<file path="src/psp_params.svh">
`ifndef PSP_PARAMS_SVH
`define PSP_PARAMS_SVH

// Clock
`define PSP_CLK_PERIOD_PS    4000
// Strobe spacing the port must keep up with
`define PSP_STROBE_GAP_NS    400
`define PSP_STROBE_GAP_CYC   ((`PSP_STROBE_GAP_NS * 1000) / `PSP_CLK_PERIOD_PS)
// Longest time the fault line may stay low after a reinit request
`define PSP_FAULT_HOLD_NS    120
`define PSP_FAULT_HOLD_CYC   ((`PSP_FAULT_HOLD_NS * 1000) / `PSP_CLK_PERIOD_PS)

// Strobe lane positions
`define PSP_STB_WHEEL        0
`define PSP_STB_CARR         1
`define PSP_STB_PAPER        2
`define PSP_STB_RIBBON       3
`define PSP_STB_W            4

// Command word
`define PSP_DATA_W           12
`define PSP_WHEEL_W          7
`define PSP_RIB_LSB          8
`define PSP_RIB_MSB          10
`define PSP_RIB_OFFSET       4'h2
`define PSP_RIB_FIXED        4'h4
`define PSP_UNITS_W          4

// Synchroniser reset level for idle-high lines
`define PSP_IDLE_LEVEL       1'b1

`endif

</file>
<file path="src/psp_pkg.sv">
package psp_pkg;

  // Print wheel cycle, Gray along idle -> move -> strike
  typedef enum logic [1:0] {
    PSP_W_IDLE   = 2'b00,
    PSP_W_MOVE   = 2'b01,
    PSP_W_STRIKE = 2'b11
  } psp_wheel_state_t;

endpackage : psp_pkg

</file>
<file path="src/psp_sync.sv">
`timescale 1ns/1ps
module psp_sync #(
  parameter int   WIDTH   = 1,
  parameter logic RST_VAL = 1'b0
) (
  input  wire logic             mclk,
  input  wire logic             rst,
  input  wire logic [WIDTH-1:0] d,
  output logic      [WIDTH-1:0] q
);

  logic [WIDTH-1:0] meta_reg;

  if (WIDTH < 1) begin : g_width_check
    $error("psp_sync: WIDTH must be at least 1");
  end

  // First stage feeds only the second stage
  always_ff @(posedge mclk or posedge rst) begin
    if (rst) begin
      meta_reg <= {WIDTH{RST_VAL}};
      q        <= {WIDTH{RST_VAL}};
    end else begin
      meta_reg <= d;
      q        <= meta_reg;
    end
  end

endmodule : psp_sync

</file>
<file path="src/psp_port.sv">
`timescale 1ns/1ps
`include "psp_params.svh"

// What this block does
// - Ribbon code on bits 8-10 is units-2
// - Proportional ribbon advance only with option selected
// - Ready outputs driven only while selected
// - Printer ready is power; option ready is not option_busy; others accept-ready
// - Wheel/carriage failure: fault low, halt, drop carriage/paper/wheel readies
// - Fault latched until reinit or power cycle
// - Paper-empty low when sensor fitted and empty
// - Lid-open low when switch fitted and open
// - Ribbon-exhausted low when sensor fitted, used up
// - Data captured only with its own strobe
// - Ribbon command makes wheel report busy
// - Strobes 400 ns apart must be accepted; a strobe to a lane that is not yet ready is dropped
// - Execute in strobe order; motions may overlap
// - Hammer fires only at rest; motion deferred
// - Carriage then wheel: move together, then strike
// - Wheel then carriage: strike first, then carriage
// - All host interface lines are active low; mechanism and sensor lines are active high
module psp_port #(
  parameter logic [`PSP_UNITS_W-1:0] FIXED_RIB_UNITS = `PSP_RIB_FIXED
) (
  input  wire logic                     mclk,
  input  wire logic                     rst,
  // Host pins, all active low
  input  wire logic [`PSP_STB_W-1:0]    strobe_n,
  input  wire logic [`PSP_DATA_W-1:0]   data_n,
  input  wire logic                     select_n,
  input  wire logic                     ribbon_raise_n,
  input  wire logic                     reinit_n,
  output logic                          printer_ready_n,
  output logic                          carriage_ready_n,
  output logic                          paper_ready_n,
  output logic                          wheel_ready_n,
  output logic                          option_ready_n,
  output logic                          fault_n,
  output logic                          paper_empty_n,
  output logic                          lid_open_n,
  output logic                          ribbon_exhausted_n,
  // Configuration and sensors
  input  wire logic                     power_good,
  input  wire logic                     ribbon_option_two,
  input  wire logic                     strike_force_option,
  input  wire logic                     paper_sensor_fitted,
  input  wire logic                     cover_switch_fitted,
  input  wire logic                     ribbon_sensor_fitted,
  input  wire logic                     paper_out,
  input  wire logic                     cover_open,
  input  wire logic                     ribbon_exhausted_flag,
  input  wire logic                     option_busy,
  // Mechanism side
  output logic                          wheel_go,
  output logic [`PSP_WHEEL_W-1:0]       wheel_pos,
  input  wire logic                     wheel_done,
  output logic                          carr_go,
  output logic [`PSP_DATA_W-1:0]        carr_cmd,
  input  wire logic                     carr_done,
  output logic                          paper_go,
  output logic [`PSP_DATA_W-1:0]        paper_cmd,
  input  wire logic                     paper_done,
  output logic                          ribbon_go,
  output logic [`PSP_UNITS_W-1:0]       ribbon_units,
  input  wire logic                     ribbon_done,
  output logic                          hammer_fire,
  input  wire logic                     hammer_done,
  input  wire logic                     motion_fail,
  output logic                          restore_go,
  output logic                          ribbon_raise
);

  if (FIXED_RIB_UNITS < `PSP_RIB_OFFSET) begin : g_rib_check
    $error("psp_port: fixed ribbon advance below 2");
  end

  ////////////////////////////////////////////////////////////////////////////
  // Pin synchronisers

  logic [`PSP_STB_W-1:0]  stb_s;
  logic [`PSP_DATA_W-1:0] data_s;
  logic                   sel_s;
  logic                   raise_s;
  logic                   reinit_s;

  psp_sync #(
    .WIDTH   (`PSP_STB_W + `PSP_DATA_W + 3),
    .RST_VAL (`PSP_IDLE_LEVEL)
  ) u_sync (
    .mclk (mclk),
    .rst  (rst),
    .d    ({strobe_n, data_n, select_n, ribbon_raise_n, reinit_n}),
    .q    ({stb_s, data_s, sel_s, raise_s, reinit_s})
  );

  ////////////////////////////////////////////////////////////////////////////
  // Edge detection on true levels

  logic [`PSP_STB_W-1:0] stb_prev_reg;
  logic                  reinit_prev_reg;
  logic [`PSP_STB_W-1:0] stb_rise;
  logic                  reinit_rise;
  logic [`PSP_DATA_W-1:0] cmd_word;
  logic                  selected;

  // Active low lines carry true at low level
  // invert all lines
  assign cmd_word    = ~data_s;
  assign selected    = ~sel_s;
  assign stb_rise    = ~stb_s & ~stb_prev_reg;
  assign reinit_rise = ~reinit_s & ~reinit_prev_reg;

  always_ff @(posedge mclk or posedge rst) begin
    if (rst) begin
      stb_prev_reg    <= {`PSP_STB_W{1'b1}};
      reinit_prev_reg <= 1'b1;
    end else begin
      stb_prev_reg    <= ~stb_s;
      reinit_prev_reg <= ~reinit_s;
    end
  end

  ////////////////////////////////////////////////////////////////////////////
  // Fault latch

  logic fault_reg;

  always_ff @(posedge mclk or posedge rst) begin
    if (rst) begin
      fault_reg <= 1'b0;
    end else if (motion_fail) begin
      fault_reg <= 1'b1;
    end else if (reinit_rise) begin
      fault_reg <= 1'b0;
    end
  end

  always_ff @(posedge mclk or posedge rst) begin
    if (rst) begin
      restore_go <= 1'b0;
    end else begin
      restore_go <= reinit_rise;
    end
  end

  ////////////////////////////////////////////////////////////////////////////
  // Holding registers

  logic                      wheel_pend_reg;
  logic                      carr_pend_reg;
  logic                      paper_pend_reg;
  logic                      rib_pend_reg;
  logic [`PSP_WHEEL_W-1:0]   wheel_hold_reg;
  logic [`PSP_DATA_W-1:0]    carr_hold_reg;
  logic [`PSP_DATA_W-1:0]    paper_hold_reg;
  logic [`PSP_UNITS_W-1:0]   rib_hold_reg;
  logic                      wheel_moving_reg;
  logic                      carr_moving_reg;
  logic                      paper_moving_reg;
  logic                      rib_moving_reg;
  psp_pkg::psp_wheel_state_t wstate_reg;
  logic                      wheel_rdy;
  logic                      carr_rdy;
  logic                      paper_rdy;
  logic                      take_wheel;
  logic                      take_carr;
  logic                      take_paper;
  logic                      take_rib;
  logic                      issue_wheel;
  logic                      issue_carr;
  logic                      issue_paper;
  logic                      issue_rib;
  logic                      all_rest;
  logic                      ps_ribbon;
  logic [`PSP_UNITS_W-1:0]   rib_code;

  // ready means can take a command now
  assign wheel_rdy  = ~fault_reg & ~wheel_pend_reg & (wstate_reg == psp_pkg::PSP_W_IDLE)
                      & ~rib_pend_reg & ~rib_moving_reg;
  assign carr_rdy   = ~fault_reg & ~carr_pend_reg & ~carr_moving_reg;
  assign paper_rdy  = ~fault_reg & ~paper_pend_reg & ~paper_moving_reg;

  // strobe while not ready is dropped
  assign take_wheel = selected & stb_rise[`PSP_STB_WHEEL]  & wheel_rdy;
  assign take_carr  = selected & stb_rise[`PSP_STB_CARR]   & carr_rdy;
  assign take_paper = selected & stb_rise[`PSP_STB_PAPER]  & paper_rdy;
  assign take_rib   = selected & stb_rise[`PSP_STB_RIBBON] & wheel_rdy;

  assign ps_ribbon  = ribbon_option_two | strike_force_option;
  assign rib_code   = {1'b0, cmd_word[`PSP_RIB_MSB:`PSP_RIB_LSB]} + `PSP_RIB_OFFSET;

  // carriage and paper wait for a wheel cycle already under way
  // issue as soon as allowed, in arrival order
  assign issue_wheel = wheel_pend_reg & ~fault_reg & (wstate_reg == psp_pkg::PSP_W_IDLE);
  assign issue_carr  = carr_pend_reg & ~fault_reg & (wstate_reg == psp_pkg::PSP_W_IDLE);
  assign issue_paper = paper_pend_reg & ~fault_reg & (wstate_reg == psp_pkg::PSP_W_IDLE);
  assign issue_rib   = rib_pend_reg & ~fault_reg & (wstate_reg == psp_pkg::PSP_W_IDLE);
  assign all_rest    = ~wheel_moving_reg & ~carr_moving_reg & ~paper_moving_reg;

  always_ff @(posedge mclk or posedge rst) begin
    if (rst) begin
      wheel_pend_reg <= 1'b0;
      carr_pend_reg  <= 1'b0;
      paper_pend_reg <= 1'b0;
      rib_pend_reg   <= 1'b0;
      wheel_hold_reg <= '0;
      carr_hold_reg  <= '0;
      paper_hold_reg <= '0;
      rib_hold_reg   <= '0;
    end else if (fault_reg) begin
      wheel_pend_reg <= 1'b0;
      carr_pend_reg  <= 1'b0;
      paper_pend_reg <= 1'b0;
      rib_pend_reg   <= 1'b0;
    end else begin
      wheel_pend_reg <= take_wheel | (wheel_pend_reg & ~issue_wheel);
      carr_pend_reg  <= take_carr  | (carr_pend_reg  & ~issue_carr);
      paper_pend_reg <= take_paper | (paper_pend_reg & ~issue_paper);
      rib_pend_reg   <= take_rib   | (rib_pend_reg   & ~issue_rib);
      if (take_wheel) begin
        wheel_hold_reg <= cmd_word[`PSP_WHEEL_W-1:0];
      end
      if (take_carr) begin
        carr_hold_reg <= cmd_word;
      end
      if (take_paper) begin
        paper_hold_reg <= cmd_word;
      end
      if (take_rib) begin
        rib_hold_reg <= ps_ribbon ? rib_code : FIXED_RIB_UNITS;
      end
    end
  end

  ////////////////////////////////////////////////////////////////////////////
  // Motion tracking, a new start wins over a coinciding done

  always_ff @(posedge mclk or posedge rst) begin
    if (rst) begin
      wheel_moving_reg <= 1'b0;
      carr_moving_reg  <= 1'b0;
      paper_moving_reg <= 1'b0;
      rib_moving_reg   <= 1'b0;
    end else if (reinit_rise) begin
      wheel_moving_reg <= 1'b0;
      carr_moving_reg  <= 1'b0;
      paper_moving_reg <= 1'b0;
      rib_moving_reg   <= 1'b0;
    end else begin
      wheel_moving_reg <= issue_wheel | (wheel_moving_reg & ~wheel_done);
      carr_moving_reg  <= issue_carr  | (carr_moving_reg  & ~carr_done);
      paper_moving_reg <= issue_paper | (paper_moving_reg & ~paper_done);
      rib_moving_reg   <= issue_rib   | (rib_moving_reg   & ~ribbon_done);
    end
  end

  ////////////////////////////////////////////////////////////////////////////
  // Print wheel cycle: motion, then strike at rest

  always_ff @(posedge mclk or posedge rst) begin
    if (rst) begin
      wstate_reg <= psp_pkg::PSP_W_IDLE;
    end else if (fault_reg) begin
      wstate_reg <= psp_pkg::PSP_W_IDLE;
    end else begin
      case (wstate_reg)
        psp_pkg::PSP_W_IDLE: begin
          if (issue_wheel) begin
            wstate_reg <= psp_pkg::PSP_W_MOVE;
          end
        end
        psp_pkg::PSP_W_MOVE: begin
          if (all_rest) begin
            wstate_reg <= psp_pkg::PSP_W_STRIKE;
          end
        end
        psp_pkg::PSP_W_STRIKE: begin
          if (hammer_done) begin
            wstate_reg <= psp_pkg::PSP_W_IDLE;
          end
        end
        default: begin
          wstate_reg <= psp_pkg::PSP_W_IDLE;
        end
      endcase
    end
  end

  ////////////////////////////////////////////////////////////////////////////
  // Mechanism outputs

  always_ff @(posedge mclk or posedge rst) begin
    if (rst) begin
      wheel_go     <= 1'b0;
      carr_go      <= 1'b0;
      paper_go     <= 1'b0;
      ribbon_go    <= 1'b0;
      hammer_fire  <= 1'b0;
      wheel_pos    <= '0;
      carr_cmd     <= '0;
      paper_cmd    <= '0;
      ribbon_units <= '0;
      ribbon_raise <= 1'b0;
    end else begin
      wheel_go     <= issue_wheel;
      carr_go      <= issue_carr;
      paper_go     <= issue_paper;
      ribbon_go    <= issue_rib;
      hammer_fire  <= ~fault_reg & (wstate_reg == psp_pkg::PSP_W_MOVE) & all_rest;
      ribbon_raise <= ~raise_s;
      if (issue_wheel) begin
        wheel_pos <= wheel_hold_reg;
      end
      if (issue_carr) begin
        carr_cmd <= carr_hold_reg;
      end
      if (issue_paper) begin
        paper_cmd <= paper_hold_reg;
      end
      if (issue_rib) begin
        ribbon_units <= rib_hold_reg;
      end
    end
  end

  ////////////////////////////////////////////////////////////////////////////
  // Host status pins, low means true; ready pins released high when deselected

  always_ff @(posedge mclk or posedge rst) begin
    if (rst) begin
      printer_ready_n  <= 1'b1;
      carriage_ready_n <= 1'b1;
      paper_ready_n    <= 1'b1;
      wheel_ready_n    <= 1'b1;
      option_ready_n   <= 1'b1;
    end else begin
      printer_ready_n  <= ~(selected & power_good);
      carriage_ready_n <= ~(selected & carr_rdy);
      paper_ready_n    <= ~(selected & paper_rdy);
      wheel_ready_n    <= ~(selected & wheel_rdy);
      option_ready_n   <= ~(selected & ~option_busy);
    end
  end

  always_ff @(posedge mclk or posedge rst) begin
    if (rst) begin
      fault_n            <= 1'b1;
      paper_empty_n      <= 1'b1;
      lid_open_n         <= 1'b1;
      ribbon_exhausted_n <= 1'b1;
    end else begin
      fault_n            <= ~fault_reg;
      paper_empty_n      <= ~(paper_sensor_fitted & paper_out);
      lid_open_n         <= ~(cover_switch_fitted & cover_open);
      ribbon_exhausted_n <= ~(ribbon_sensor_fitted & ribbon_exhausted_flag);
    end
  end

endmodule : psp_port

</file>
<file path="config.mk">
export PLATFORM = sky130hd
export DESIGN_NAME = psp_port
export DESIGN_NICKNAME = d
export VERILOG_FILES = /design/src/psp_pkg.sv /design/src/psp_sync.sv /design/src/psp_port.sv
export VERILOG_INCLUDE_DIRS = /design/src /design/src/src
export SDC_FILE = /design/constraint.sdc
export NUM_CORES = 1
export LEC_CHECK = 0
export ABC_AREA = 1
export BUFFER_PORTS_ARGS = -buffer_cell sky130_fd_sc_hd__buf_2
export CAP_MARGIN = 20
export CORE_ASPECT_RATIO = 0.7
export CORE_MARGIN = 2
export CORE_UTILIZATION = 40
export DETAILED_ROUTE_END_ITERATION = 8
export MAX_ROUTING_LAYER = met4
export PLACE_DENSITY_LB_ADDON = 0.12
export SETUP_SLACK_MARGIN = 0.3
export SLEW_MARGIN = 5
export SYNTH_ARGS = -nofsm -noshare
export SYNTH_HDL_FRONTEND = slang
export SYNTH_SLANG_ARGS = --single-unit
</file>
<file path="constraint.sdc">
create_clock -name mclk -period 5.6 [get_ports mclk]
set_input_delay 0.56 -clock mclk [delete_from_list [all_inputs] [get_ports mclk]]
set_output_delay 0.56 -clock mclk [all_outputs]
set_load 0.03 [all_outputs]
</file>
==> reports/qor.txt <==
outcome = completed
die area = 13540 µm²
crit path cell chain = nor3_2 -> nand2_2 -> nand2_1 -> nand2_1
DR WL/cell = 13.65 µm
CTS root buf = clkbuf_16
ys async rst share = 100.0%
Max Clock Skew = 0.01205 ns
slowest cell on the critical path = nor3_2
total track usage = 16.50%
fillers = 1137
cell taking the most area after synthesis = dfrtp_1
Non-Filler Instances = 732
Max Fclk = 564.5 MHz
Max-Cap Viols = 0
Worst Path Class, Setup = register to register
Worst Path Buf+Inv = 0
Final Max Tran Viols = 0
Cell variety after synth = 25
CTS-repair resized insts = 0
Post-synth EDFFs = 0
post-DP HPWL = 6808 µm
drt total wl = 9990 µm
min Tclk post-route = 1.772 ns
Synth warnings = 0
CORE AREA = 12380 µm²
Clock Latency Late Sink = 0.42 ns
Worst setup SP type = register
global route overflow = 0
CP most frequent cell = nand2_1
count leader, synth = nand2_1
number of global-route vias before repair = 3263
Area growth, synth to finish = 23.21%
ANT nets after route = 0
RSZ-0062 raised after global routing = false
cells after synthesis = 464
detailed router's first-iteration violation count = 251
Die Y-Extent = 97.96 µm
Die W = 138.2 µm
Vias/cell = 4.541
via count = 3324
CP Capture Type = register
Final setup viols = 0
final hold viol count = 0
# diodes = 0
FP Rows = 34
initial antenna violation count = 0
CTS clk-pin slew, worst paths = 0.06 ns
CTS tree = done
Worst VDD drop = 0.0002750 V
Yosys top cell area share = 43.65%
worst slew pin tran = 0.8813 ns
drt pass-1 iters = 4
final period utilization = 31.64%
Arrival @ worst endpoint = 2.06 ns
hold crit path type = input pin to asynchronous set/reset pin
placed cells = 700
initial core utilization = 40.75%
# DRC = 0
post-CTS setup buffer count = 0
Ports = 88
largest net degree at the start of global routing = 72
PD cells = 413.0 nW/µm²
Mapped Nets = 502
Final nets = 595
CTS H-tree depth = 4
Mean Syn Cell Area = 10.87 µm²
headroom to the max-slew limit = 40.93%
RePlAce Congestion = 0.7586
Synth Cell Area = 5045 µm²
top cells by count, synth = nand2_1, dfrtp_1, dfstp_2
port buffer count = 87
Top FF cell, synth = dfrtp_1
crit-path leading delay family = simple AND/OR/NAND/NOR gates
setup TNS after final layout = 0 ns
Seq cells post-synth = 140
Required @ worst endpoint = 5.89 ns
CTS sink cnt = 140
post-cts hold buffer count = 0
Crit path largest cell delay = 0.68 ns
top cells by area, synth = dfrtp_1, dfstp_2, nand2_1
static leakage = 3.278 nW
Max clock buf depth = 2
Num CTS Buffers = 17
first-pass GRT wire length = 16770 µm
sequential share of the synthesized area = 70.73%
crit-path max FO = 13
layout cell share with drive strength beyond 1 = 32.63%
-- power by group --
| part | internal (W) | switching (W) |
|---|---|---|
| Sequential | 0.00113 | 0.0000490 |
| Clock | 0.000752 | 0.000412 |
| Combinational | 0.0000741 | 0.000155 |
-- worst register-to-register path, cell delays in order, from the launching register on --
cell     delay, ns
dfstp_2       0.39
nor3_2        0.68
nand2_2       0.36
nand2_1       0.14
nand2_1       0.07
-- cells in the final DEF (no fill, tap or decap), types with 3 or more instances in the layout --
cell type  instances
o21bai_1          12
clkbuf_1           3
dfrtp_1           88
nor2_1            17
nand2_2            3
bufinv_16          3
nand3_1           37
nand2_1          160
o21ai_0           13
a21oi_1            3
inv_1             45
buf_2             87
clkbuf_16         18
dfstp_2           52
-- layer usage --
layer | track usage, % | routed length, µm | share of wire [%]
met5 | - | 0 | 0
met4 | 5.651 | 144 | 1.4
met3 | 5.591 | 639 | 6.4
met2 | 21.29 | 4144 | 41
met1 | 24.12 | 5061 | 51
-- cell type report --
type / count / area, µm² / share of cell area, %
well taps: 162 / 202.7 / 3.261
repair buffers: 88 / 442.9 / 7.126
multi-input cells: 262 / 1194 / 19.20
clock inverters: 9 / 133.9 / 2.154
flip-flops and latches: 140 / 3568 / 57.41
clock buffers: 23 / 489.2 / 7.870
inverters: 48 / 185.2 / 2.979
-- per-stage QoR --
| stage | util, % | setup WS, ns | instance area [µm²] | hold slack, ns | power [W] |
|---|---|---|---|---|---|
| 3_3_place_gp | 45.18 | 3.565 | 5593 | 0.3456 | 0.001416 |
| 4_1_cts | 50.21 | 3.820 | 6216 | 0.2310 | 0.002594 |
| 5_1_grt | 50.21 | 3.673 | 6216 | 0.2222 | 0.002689 |
| 2_1_floorplan | - | 1.373 | 5045 | 0.3452 | 0.001344 |
| 6_report | 50.21 | 3.828 | 6216 | 0.2056 | 0.002567 |
| 3_5_place_dp | 45.18 | 3.549 | 5593 | 0.3468 | 0.001423 |
-- logic make-up (layout without fill, tap and decap cells) --
kind of cell               after synthesis  after routing  share of synthesized area [%]
and+or+nand+nor                        228            228                          19.37
DFF                                    140            140                          70.73
AOI/OAI and AO/OA                       33             33                          4.043
buffers and inverters                   62            168                          5.605
adders and majority gates                1              1                         0.2480
-- worst paths after layout --
path | from | endpoint | slack [ns] | cells past startpoint
worst max register to register | u_sync.q[2] | paper_hold_reg[4] | 3.83 | 4
worst min-delay path | rst | paper_cmd[10] | 0.21 | 2
worst min register to register | u_sync.meta_reg[0] | u_sync.q[0] | 0.35 | 0
worst max-delay path | u_sync.q[2] | paper_hold_reg[4] | 3.83 | 4
min in group mclk | data_n[5] | u_sync.meta_reg[8] | 0.24 | 1
max in group asynchronous | rst | paper_moving_reg | 4.07 | 3
(Power assumes the default switching activity.)
